<file path="config.mk">
export PLATFORM = sky130hd
export DESIGN_NAME = alarm_silence_ctrl
export DESIGN_NICKNAME = d
export VERILOG_FILES = /design/src/inc/alarm_silence_pkg.sv /design/src/rtl/sync_edge.sv /design/src/rtl/alarm_point_table.sv /design/src/rtl/alarm_silence_ctrl.sv
export SDC_FILE = /design/constraint.sdc
export NUM_CORES = 1
export LEC_CHECK = 0
export BUFFER_PORTS_ARGS = -buffer_cell sky130_fd_sc_hd__buf_2
export CAP_MARGIN = 40
export CORE_MARGIN = 1.5
export CORE_UTILIZATION = 55
export DETAILED_ROUTE_END_ITERATION = 10
export PLACE_DENSITY_LB_ADDON = 0.12
export SYNTH_ARGS = -nofsm -noshare
export SYNTH_HDL_FRONTEND = slang
export SYNTH_SLANG_ARGS = --single-unit
</file>
<file path="constraint.sdc">
create_clock -name ref_clk -period 5.6 [get_ports ref_clk]
set_input_delay 0.56 -clock ref_clk [delete_from_list [all_inputs] [get_ports ref_clk]]
set_output_delay 0.56 -clock ref_clk [all_outputs]
set_load 0.05 [all_outputs]
</file>
<file path="src/inc/alarm_silence_pkg.sv">
// Function
// RL1 - Fire LEDs light steadily, not flashing, while alarm-device outputs are disabled.
// RL2 - Each silence button press flips the inside switch between disabled and not disabled.
// RL3 - A disabled inside switch blocks every alarm-device output, an enabled one lets them activate.
// RL4 - Closing the door with the inside switch disabled sounds the buzzer steadily and shows the left-active message.
// RL5 - The left-active message ranks below fire alarms and above every other disablement or fault.
// RL6 - While the outside key switch is on, the inside switch's toggling and gating are ignored.
// RL7 - The outside key switch is a programmable silence-alarms input, turning on means idle to active.
// RL8 - Turning the outside key switch on disables all alarm-device outputs and silences the buzzer.
// RL9 - Turning the outside key switch on raises a switch-active fault that is always latched.
// RL10 - Turning the outside key switch off services that fault, which stays pending until acknowledged.
// RL11 - Turning the outside key switch off isolates every active or acknowledged alarm until re-enabled.
// RL12 - An isolated alarm shows the isolated label instead of the alarm or acknowledged label.
// RL13 - An isolated alarm keeps fire LEDs, buzzer, programmable outputs and fire routing inactive.
// RL14 - The general-disablements LED lights while the outside switch disables outputs or alarms are isolated.
// RL15 - The outside switch is synchronised and each edge applies its actions exactly once.
// RL16 - After reset the inside switch is not disabled, no alarm is isolated and the switch-active fault is clear.
package alarm_silence_pkg;

  // register byte addresses
  localparam logic [7:0] ADDR_IRQ_STATUS   = 8'h00;
  localparam logic [7:0] ADDR_IRQ_MASK     = 8'h04;
  localparam logic [7:0] ADDR_PANEL_STATE  = 8'h08;
  localparam logic [7:0] ADDR_FAULT_ACK    = 8'h0C;
  localparam logic [7:0] ADDR_ALARM_STATE  = 8'h10;
  localparam logic [7:0] ADDR_ALARM_ENABLE = 8'h14;

  // interrupt event bits
  localparam int IRQ_BITS         = 4;
  localparam int EV_OUTSIDE_ON    = 0;
  localparam int EV_OUTSIDE_OFF   = 1;
  localparam int EV_LEFT_ACTIVE   = 2;
  localparam int EV_NEW_ALARM     = 3;

  // panel state bits
  localparam int ST_INSIDE_DIS    = 0;
  localparam int ST_OUTSIDE_ON    = 1;
  localparam int ST_FAULT_PEND    = 2;
  localparam int ST_FAULT_SERV    = 3;
  localparam int ST_LEFT_ACTIVE   = 4;
  localparam int ST_GEN_DISABLE   = 5;
  localparam int ST_DISP_LSB      = 8;

  localparam int FAULT_ACK_BIT    = 0;

  localparam logic [1:0] RESP_OKAY   = 2'h0;
  localparam logic [1:0] RESP_SLVERR = 2'h2;
  localparam logic [31:0] DATA_ZERO  = 32'h0000_0000;

  // fire LED flash timing
  localparam int CLK_PERIOD_NS    = 40;
  localparam int FLASH_HALF_MS    = 500;
  localparam int FLASH_CYCLES     = (FLASH_HALF_MS * 1000000) / CLK_PERIOD_NS;

  typedef enum logic [1:0] {ALM_IDLE, ALM_ACTIVE, ALM_ACKED, ALM_ISOLATED} alarm_state_type;
  typedef enum logic [1:0] {DISP_NONE, DISP_OTHER, DISP_LEFT_ACTIVE, DISP_FIRE} disp_type;

  typedef struct packed {
    logic fireLed;
    logic buzzer;
    logic routing;
    logic genDisableLed;
  } panel_out_type;

endpackage

</file>
<file path="src/rtl/sync_edge.sv">
module sync_edge
  import alarm_silence_pkg::*;
#(
  parameter int WIDTH = 1
) (
  // clock and reset
  input  wire logic             ref_clk,
  input  wire logic             reset_n,
  // raw asynchronous levels
  input  wire logic [WIDTH-1:0] raw,
  // synchronised level and edges
  output logic      [WIDTH-1:0] level,
  output logic      [WIDTH-1:0] rise,
  output logic      [WIDTH-1:0] fall
);

  logic [WIDTH-1:0] meta_q;
  logic [WIDTH-1:0] sync_q;
  logic [WIDTH-1:0] prev_q;

  // meta_q only feeds sync_q
  always_ff @(posedge ref_clk) begin
    if (!reset_n) begin
      meta_q <= '0;
      sync_q <= '0;
      prev_q <= '0;
    end else begin
      meta_q <= raw;
      sync_q <= meta_q;
      prev_q <= sync_q;
    end
  end

  assign level = sync_q;
  assign rise  = sync_q & ~prev_q; // see RL15
  assign fall  = ~sync_q & prev_q; // see RL15

endmodule

</file>
<file path="src/rtl/alarm_point_table.sv">
module alarm_point_table
  import alarm_silence_pkg::*;
#(
  parameter int POINTS = 8
) (
  // clock and reset
  input  wire logic                  ref_clk,
  input  wire logic                  reset_n,
  // per-point events and the all-point isolate
  input  wire logic [POINTS-1:0]     raise,
  input  wire logic [POINTS-1:0]     ack,
  input  wire logic [POINTS-1:0]     reenable,
  input  wire logic                  isolateAll,
  // state summary
  output logic      [2*POINTS-1:0]   stateVec,
  output logic                       anyActive,
  output logic                       anyLive,
  output logic                       anyIsolated
);

  alarm_state_type pointState_q [POINTS];

  always_ff @(posedge ref_clk) begin
    if (!reset_n) begin
      for (int i = 0; i < POINTS; i++) begin
        pointState_q[i] <= ALM_IDLE; // see RL16
      end
    end else begin
      for (int i = 0; i < POINTS; i++) begin
        case (pointState_q[i])
          ALM_IDLE: begin
            if (raise[i]) begin
              pointState_q[i] <= ALM_ACTIVE;
            end
          end
          ALM_ACTIVE: begin
            if (isolateAll) begin
              pointState_q[i] <= ALM_ISOLATED; // see RL11
            end else if (ack[i]) begin
              pointState_q[i] <= ALM_ACKED;
            end
          end
          ALM_ACKED: begin
            if (isolateAll) begin
              pointState_q[i] <= ALM_ISOLATED; // see RL11
            end
          end
          ALM_ISOLATED: begin
            // only an explicit re-enable leaves isolation
            if (reenable[i]) begin
              pointState_q[i] <= ALM_IDLE; // see RL11
            end
          end
          default: pointState_q[i] <= ALM_IDLE;
        endcase
      end
    end
  end

  always_comb begin
    anyActive   = 1'b0;
    anyLive     = 1'b0;
    anyIsolated = 1'b0;
    stateVec    = '0;
    for (int i = 0; i < POINTS; i++) begin
      stateVec[2*i +: 2] = pointState_q[i]; // see RL12
      anyActive   = anyActive | (pointState_q[i] == ALM_ACTIVE);
      anyLive     = anyLive | (pointState_q[i] == ALM_ACTIVE) | (pointState_q[i] == ALM_ACKED);
      anyIsolated = anyIsolated | (pointState_q[i] == ALM_ISOLATED);
    end
  end

endmodule

</file>
<file path="src/rtl/alarm_silence_ctrl.sv">
// Added by the designer: register access over AXI4-Lite and the register addresses.
module alarm_silence_ctrl
  import alarm_silence_pkg::*;
#(
  parameter int POINTS       = 8,
  parameter int DEVICES      = 4,
  parameter int FLASH_COUNT  = FLASH_CYCLES
) (
  // clock and reset
  input  wire logic                 ref_clk,
  input  wire logic                 reset_n,
  // front panel pins
  input  wire logic                 silence_button,
  input  wire logic                 outside_key_switch,
  input  wire logic                 doorOpen,
  // detection logic, same clock
  input  wire logic [POINTS-1:0]    alarmRaise,
  input  wire logic [POINTS-1:0]    alarmAck,
  input  wire logic                 otherIndication,
  input  wire logic [DEVICES-1:0]   alarmDeviceReq,
  // indicator outputs
  output logic      [DEVICES-1:0]   alarmDeviceOut,
  output panel_out_type             panelOut,
  output disp_type                  displayCode,
  output logic                      irq,
  // axi4-lite slave
  input  wire logic                 s_axi_awvalid,
  output logic                      s_axi_awready,
  input  wire logic [7:0]           s_axi_awaddr,
  input  wire logic                 s_axi_wvalid,
  output logic                      s_axi_wready,
  input  wire logic [31:0]          s_axi_wdata,
  input  wire logic [3:0]           s_axi_wstrb,
  output logic                      s_axi_bvalid,
  input  wire logic                 s_axi_bready,
  output logic      [1:0]           s_axi_bresp,
  input  wire logic                 s_axi_arvalid,
  output logic                      s_axi_arready,
  input  wire logic [7:0]           s_axi_araddr,
  output logic                      s_axi_rvalid,
  input  wire logic                 s_axi_rready,
  output logic      [31:0]          s_axi_rdata,
  output logic      [1:0]           s_axi_rresp
);

  logic [2:0]          pinLevel;
  logic [2:0]          pinRise;
  logic [2:0]          pinFall;
  logic                buttonPress;
  logic                outsideOn;
  logic                outsideRise;
  logic                outsideFall;
  logic                doorClose;
  logic                insideDisabled_q;
  logic                faultPend_q;
  logic                faultServ_q;
  logic                leftActive_q;
  logic [IRQ_BITS-1:0] irqStatus_q;
  logic [IRQ_BITS-1:0] irqMask_q;
  logic [IRQ_BITS-1:0] irqEvent;
  logic [31:0]         flashCnt_q;
  logic                flashPhase_q;
  logic [2*POINTS-1:0] alarmStates;
  logic                anyActive;
  logic                anyLive;
  logic                anyIsolated;
  logic                anyActive_q;
  logic                devicesDisabled;
  logic                genDisable;
  logic [POINTS-1:0]   reenable;
  logic                faultAck;
  logic                irqClear;
  logic [IRQ_BITS-1:0] irqClearBits;
  disp_type            dispNext;

  // axi write side and read data
  logic                awHeld_q;
  logic [7:0]          awAddr_q;
  logic                wHeld_q;
  logic [31:0]         wData_q;
  logic [3:0]          wStrb_q;
  logic                wrFire;
  logic                wrLane0;
  logic [31:0]         rdData;
  logic                rdHit;

  function automatic logic isMapped(input logic [7:0] addr);
    isMapped = (addr == ADDR_IRQ_STATUS) || (addr == ADDR_IRQ_MASK) ||
               (addr == ADDR_PANEL_STATE) || (addr == ADDR_FAULT_ACK) ||
               (addr == ADDR_ALARM_STATE) || (addr == ADDR_ALARM_ENABLE);
  endfunction

  sync_edge #(
    .WIDTH (3)
  ) u_pins (
    .ref_clk (ref_clk),
    .reset_n (reset_n),
    .raw     ({doorOpen, outside_key_switch, silence_button}),
    .level   (pinLevel),
    .rise    (pinRise),
    .fall    (pinFall)
  );

  assign buttonPress = pinRise[0];
  assign outsideOn   = pinLevel[1]; // see RL7
  assign outsideRise = pinRise[1];  // see RL7
  assign outsideFall = pinFall[1];
  assign doorClose   = pinFall[2];

  alarm_point_table #(
    .POINTS (POINTS)
  ) u_points (
    .ref_clk     (ref_clk),
    .reset_n     (reset_n),
    .raise       (alarmRaise),
    .ack         (alarmAck),
    .reenable    (reenable),
    .isolateAll  (outsideFall), // see RL11
    .stateVec    (alarmStates),
    .anyActive   (anyActive),
    .anyLive     (anyLive),
    .anyIsolated (anyIsolated)
  );

  // toggles only while the key is off
  always_ff @(posedge ref_clk) begin
    if (!reset_n) begin
      insideDisabled_q <= 1'b0; // see RL16
    end else if (buttonPress && !outsideOn) begin
      insideDisabled_q <= ~insideDisabled_q; // see RL2, see RL6
    end
  end

  // key overrides the inside gating
  assign devicesDisabled = outsideOn | insideDisabled_q; // see RL3, see RL6, see RL8
  assign genDisable      = outsideOn | anyIsolated;      // see RL14

  // switch-active fault: always latched, set beats acknowledge
  always_ff @(posedge ref_clk) begin
    if (!reset_n) begin
      faultPend_q <= 1'b0; // see RL16
      faultServ_q <= 1'b0;
    end else if (outsideRise) begin
      faultPend_q <= 1'b1; // see RL9
      faultServ_q <= 1'b0;
    end else begin
      if (outsideFall && faultPend_q) begin
        faultServ_q <= 1'b1; // see RL10
      end
      // acknowledge only takes once the fault is serviced
      if (faultAck && faultServ_q) begin
        faultPend_q <= 1'b0; // see RL10
        faultServ_q <= 1'b0;
      end
    end
  end

  // left-active, cleared on door open, re-enable or key on
  always_ff @(posedge ref_clk) begin
    if (!reset_n) begin
      leftActive_q <= 1'b0;
    end else if (doorClose && insideDisabled_q && !outsideOn) begin
      leftActive_q <= 1'b1; // see RL4
    end else if (pinLevel[2] || !insideDisabled_q || outsideOn) begin
      leftActive_q <= 1'b0;
    end
  end

  // flash divider for the fire LEDs
  always_ff @(posedge ref_clk) begin
    if (!reset_n) begin
      flashCnt_q   <= '0;
      flashPhase_q <= 1'b0;
    end else if (flashCnt_q >= 32'(FLASH_COUNT - 1)) begin
      flashCnt_q   <= '0;
      flashPhase_q <= ~flashPhase_q;
    end else begin
      flashCnt_q <= flashCnt_q + 32'h0000_0001;
    end
  end

  // display ranking
  always_comb begin
    if (anyLive) begin
      dispNext = DISP_FIRE;
    end else if (leftActive_q) begin
      dispNext = DISP_LEFT_ACTIVE; // see RL5
    end else if (otherIndication || genDisable || faultPend_q) begin
      dispNext = DISP_OTHER;
    end else begin
      dispNext = DISP_NONE;
    end
  end

  // registered panel outputs; isolated points count as no alarm
  always_ff @(posedge ref_clk) begin
    if (!reset_n) begin
      panelOut       <= '0;
      alarmDeviceOut <= '0;
      displayCode    <= DISP_NONE;
    end else begin
      // steady while disabled, else flashing
      panelOut.fireLed <= anyLive & (devicesDisabled | flashPhase_q); // see RL1, see RL13
      // key silences buzzer, left-active sounds it
      panelOut.buzzer  <= !outsideOn & (anyActive | leftActive_q); // see RL4, see RL8, see RL13
      panelOut.routing <= anyLive;                                 // see RL13
      panelOut.genDisableLed <= genDisable;                        // see RL14
      alarmDeviceOut <= anyLive && !devicesDisabled ? alarmDeviceReq : '0; // see RL3, see RL13
      displayCode    <= dispNext;
    end
  end

  // interrupt events, sticky until written with one
  always_ff @(posedge ref_clk) begin
    if (!reset_n) begin
      anyActive_q <= 1'b0;
    end else begin
      anyActive_q <= anyActive;
    end
  end

  always_comb begin
    irqEvent                 = '0;
    irqEvent[EV_OUTSIDE_ON]  = outsideRise;
    irqEvent[EV_OUTSIDE_OFF] = outsideFall;
    irqEvent[EV_LEFT_ACTIVE] = doorClose && insideDisabled_q && !outsideOn;
    irqEvent[EV_NEW_ALARM]   = anyActive && !anyActive_q;
  end

  assign irqClearBits = irqClear ? wData_q[IRQ_BITS-1:0] : '0;

  always_ff @(posedge ref_clk) begin
    if (!reset_n) begin
      irqStatus_q <= '0;
      irq         <= 1'b0;
    end else begin
      // new events win over a clear in the same cycle
      irqStatus_q <= (irqStatus_q & ~irqClearBits) | irqEvent;
      irq         <= |(irqStatus_q & irqMask_q);
    end
  end

  // write channel: address and data taken in either order
  assign wrFire  = awHeld_q && wHeld_q && !s_axi_bvalid;
  assign wrLane0 = wrFire && wStrb_q[0];
  assign irqClear = wrLane0 && (awAddr_q == ADDR_IRQ_STATUS);
  assign faultAck = wrLane0 && (awAddr_q == ADDR_FAULT_ACK) && wData_q[FAULT_ACK_BIT];
  assign reenable = (wrFire && awAddr_q == ADDR_ALARM_ENABLE) ? wData_q[POINTS-1:0] : '0;

  always_ff @(posedge ref_clk) begin
    if (!reset_n) begin
      awHeld_q      <= 1'b0;
      awAddr_q      <= '0;
      wHeld_q       <= 1'b0;
      wData_q       <= '0;
      wStrb_q       <= '0;
      s_axi_awready <= 1'b0;
      s_axi_wready  <= 1'b0;
      s_axi_bvalid  <= 1'b0;
      s_axi_bresp   <= RESP_OKAY;
    end else begin
      s_axi_awready <= !awHeld_q && !(s_axi_awvalid && s_axi_awready);
      s_axi_wready  <= !wHeld_q && !(s_axi_wvalid && s_axi_wready);
      if (s_axi_awvalid && s_axi_awready) begin
        awHeld_q <= 1'b1;
        awAddr_q <= s_axi_awaddr;
      end
      if (s_axi_wvalid && s_axi_wready) begin
        wHeld_q <= 1'b1;
        wData_q <= s_axi_wdata;
        wStrb_q <= s_axi_wstrb;
      end
      if (wrFire) begin
        s_axi_bvalid <= 1'b1;
        s_axi_bresp  <= isMapped(awAddr_q) ? RESP_OKAY : RESP_SLVERR;
      end
      if (s_axi_bvalid && s_axi_bready) begin
        s_axi_bvalid  <= 1'b0;
        awHeld_q      <= 1'b0;
        wHeld_q       <= 1'b0;
      end
    end
  end

  always_ff @(posedge ref_clk) begin
    if (!reset_n) begin
      irqMask_q <= '0;
    end else if (wrLane0 && awAddr_q == ADDR_IRQ_MASK) begin
      irqMask_q <= wData_q[IRQ_BITS-1:0];
    end
  end

  // read channel
  always_comb begin
    rdData = DATA_ZERO;
    rdHit  = isMapped(s_axi_araddr);
    case (s_axi_araddr)
      ADDR_IRQ_STATUS:  rdData[IRQ_BITS-1:0] = irqStatus_q;
      ADDR_IRQ_MASK:    rdData[IRQ_BITS-1:0] = irqMask_q;
      ADDR_PANEL_STATE: begin
        rdData[ST_INSIDE_DIS]  = insideDisabled_q;
        rdData[ST_OUTSIDE_ON]  = outsideOn;
        rdData[ST_FAULT_PEND]  = faultPend_q;
        rdData[ST_FAULT_SERV]  = faultServ_q;
        rdData[ST_LEFT_ACTIVE] = leftActive_q;
        rdData[ST_GEN_DISABLE] = genDisable;
        rdData[ST_DISP_LSB +: 2] = displayCode;
      end
      ADDR_ALARM_STATE: rdData[2*POINTS-1:0] = alarmStates; // see RL12
      default:          rdData = DATA_ZERO;
    endcase
  end

  always_ff @(posedge ref_clk) begin
    if (!reset_n) begin
      s_axi_arready <= 1'b0;
      s_axi_rvalid  <= 1'b0;
      s_axi_rdata   <= DATA_ZERO;
      s_axi_rresp   <= RESP_OKAY;
    end else begin
      s_axi_arready <= !s_axi_rvalid && !(s_axi_arvalid && s_axi_arready);
      if (s_axi_arvalid && s_axi_arready) begin
        s_axi_rvalid <= 1'b1;
        s_axi_rdata  <= rdData;
        s_axi_rresp  <= rdHit ? RESP_OKAY : RESP_SLVERR;
      end else if (s_axi_rvalid && s_axi_rready) begin
        s_axi_rvalid <= 1'b0;
      end
    end
  end

endmodule

</file>
==> flow_summary.json <==
{
  "drtIter0Drc": 225,
  "htree_num_levels": 4,
  "grt_pass1_wl_um": 19260,
  "synth_warnings": 0,
  "post-route-period-util": 0.3595,
  "drc": 0,
  "yosys_most_used_dff": "dfxtp_1",
  "start_kind": "flop",
  "grt-ovfl-total": 0,
  "max_freq_ghz": 0.4967,
  "status": "finished, final reports clean",
  "synth_seq_cells": 124,
  "area_delta_synth_final_pct": 18.99,
  "cp_num_buf_inv": 0,
  "cts_tree": "done",
  "rows": 36,
  "crit_type": "flop to flop",
  "yosysSeqAreaShare": 0.4885,
  "insertion_delay_ps": 530,
  "setup_viol": 0,
  "hold_buffers": 0,
  "ys_types": 62,
  "antenna_left": 0,
  "globalplace.congestion": 0.8145,
  "hold_path_class": "input pin to flop",
  "first_pass_iters": 4,
  "tns_ps": 0,
  "worstPathCellList": "nand3b_1 > nor2b_1 > and4_1 > and3_1 > nand4b_1",
  "numCtsBuffers": 17,
  "ir_worst_vdd_v": 0.0002167,
  "grt_max_degree": 49,
  "ioPinCount": 135,
  "final_cells": 844,
  "tightestPinTransition_ps": 764.9,
  "r2r_slack_ps": 3590,
  "synth_enable_flop_cells": 16,
  "cp_max_fo": 8,
  "final_cell_mix": "108 x dfxtp_1, 89 x buf_2, 86 x nand2_1",
  "antenna_found_initial": 0,
  "r2r-end": "u_points.pointState_q[0][1]$_SDFFCE_PP0P_",
  "coreArea_um2": 9639,
  "cts_resized": 0,
  "min_period_ps": 2013,
  "hold_viol": 0,
  "clock_sinks": 124,
  "crit_family": "simple AND/OR/NAND/NOR gates",
  "rsz0062_at_grt": "no",
  "num_vias": 4627,
  "critPathArrivalTime_ps": 2240,
  "final_common_cell": "dfxtp_1",
  "die_h_um": 102.2,
  "maxSlewViolCount": 0,
  "power_leakage_nw": 2.634,
  "syn_area_per_cell_um2": 8.824,
  "dp_hpwl_um": 8355,
  "wl_um": 12040,
  "synthCells": 613,
  "maxCapViolations": 0,
  "hold_start": "silence_button",
  "clk_pin_slew_ps": 60,
  "nFillCells": 837,
  "grt_pass1_vias": 4105,
  "grt_usage": 0.2381,
  "min_path_cells": 2,
  "root_buffer": "clkbuf_8",
  "min_to": "u_pins.meta_q[0]$_SDFF_PN0_",
  "skew_ps": 7.387,
  "finalPower_mw": 2.286,
  "worst_slack_ps": 3587,
  "io_buffers": 89,
  "initial_core_util": 0.5611,
  "die_w_um": 102.2,
  "reg2regPathDepth": 5,
  "synth.cell_area_um2": 5409,
  "drive_above_1_share": 0.1857,
  "r2r_start": "s_axi_bvalid$_SDFFE_PP0P_",
  "crit_path_top_delay_cell": "and4_1",
  "nets": 786,
  "dieArea_um2": 10440,
  "powerDensity_nw_per_um2": 355.2,
  "cp.required_ps": 5830,
  "end_kind": "flop",
  "post-cts-setup-buffer-count": 0,
  "clockBufferDepth": 2,
  "antenna_cells": 0,
  "dpl.cell_count": 812,
  "slowest_delay_ps": 480,
  "async_flop_share": 0,
  "viasPerCell": 5.482,
  "slew_headroom": 0.4901,
  "wire_per_inst_um": 14.26,
  "preCtsSetupSlack_ps": 3171
}
[logic make-up after synthesis]
| kind of cell | Yosys count | share of synthesized area |
|---|---|---|
| compound gates | 128 | 0.1592 |
| mux | 9 | 0.01666 |
| simple gates | 249 | 0.2221 |
| other cells | 1 | 0.0006933 |
| xor+xnor | 22 | 0.03562 |
| fa+ha+maj | 5 | 0.01157 |
| flops | 124 | 0.4885 |
| buf+inv | 75 | 0.06570 |
[power by group]
part | total (mW) | leakage, nW | switching, mW | internal [mW]
sequential | 1.01 | 1.05 | 0.0569 | 0.951
combinational | 0.245 | 1.32 | 0.163 | 0.0826
clock | 1.03 | 0.265 | 0.431 | 0.602
[cell type report]
cell class              instances  area [um2]  area share
flip-flops and latches        124        2643      0.4106
multi-input cells             439        2505      0.3892
repair buffers                 92       467.9     0.07271
clock buffers                  17       414.1     0.06435
well taps                     133       166.4     0.02586
clock inverters                15       150.1     0.02333
inverters                      24       90.09     0.01400
[worst max path at each step]
stage | from | to | slack (ps) | cells after the start
floorplan | s_axi_bvalid$_SDFFE_PP0P_ | u_points.pointState_q[0][0]$_SDFFCE_PP0P_ | 3590 | 6
global placement | reset_n | flashCnt_q[18]$_SDFF_PP0_ | 3240 | 6
detailed placement | reset_n | flashCnt_q[20]$_SDFF_PP0_ | 3170 | 6
CTS | s_axi_bvalid$_SDFFE_PP0P_ | u_points.pointState_q[0][1]$_SDFFCE_PP0P_ | 3590 | 5
global route | flashCnt_q[10]$_SDFF_PP0_ | flashCnt_q[4]$_SDFF_PP0_ | 3460 | 4
finish | s_axi_bvalid$_SDFFE_PP0P_ | u_points.pointState_q[0][1]$_SDFFCE_PP0P_ | 3590 | 5
[cell usage after synthesis, types with 3 or more instances]
master     instances  area, um2
nor4_1             4      25.02
a22oi_1            5      37.54
a31oi_1            5      31.28
edfxtp_1          16      480.5
and2_1            13      81.33
a21oi_1           44      220.2
a311oi_1           4      35.03
a41oi_1            3      26.28
nand2_1           86      322.8
o22ai_1            3      18.77
o21ai_1            9      45.04
o21ai_0           10      50.05
o2111ai_1          4      35.03
xnor2_1            8      70.07
o21a_1             5      37.54
dfxtp_1          108       2162
o211ai_1           5      37.54
nand4_1           13      81.33
ha_1               5      62.56
clkbuf_1          28      105.1
mux2i_1            9      90.09
nor3_1            10      50.05
a22o_1            13      113.9
inv_1             22      82.58
nor2b_1            8      50.05
nand2b_1           9      56.30
xor2_1            14      122.6
and3_1            10      62.56
a2bb2oi_1          3      26.28
buf_4             19      142.6
nand3_1           21      105.1
nor2_1            58      217.7
[flip-flops by register name (all words and copies together) (netlist names), 2 cells and up]
register and cells:
flashCnt_q 32, s_axi_rdata 16, u_points.pointState_q 16, awAddr_q 8, wData_q 8, alarmDeviceOut 4
irqMask_q 4, irqStatus_q 4, panelOut 4, u_pins.level 3, u_pins.meta_q 3, u_pins.prev_q 3
displayCode 2
[routing by layer]
metal  track usage  wire (um)
met1        0.3202       5549
met3       0.05746        962
met2        0.3760       5352
met5             0          0
met4       0.08325        171
[stage by stage]
stage | utilization | instance area, um2 | hold WS (ps)
after floorplan | - | 5503 | 392.0
after global placement | 0.6092 | 5872 | 401.5
after detailed placement | 0.6092 | 5872 | 408.4
after CTS | 0.6677 | 6436 | 224.8
after global routing | 0.6677 | 6436 | 231.9
final | 0.6677 | 6436 | 237.2
Note: power is estimated with default switching activity, not from simulation.
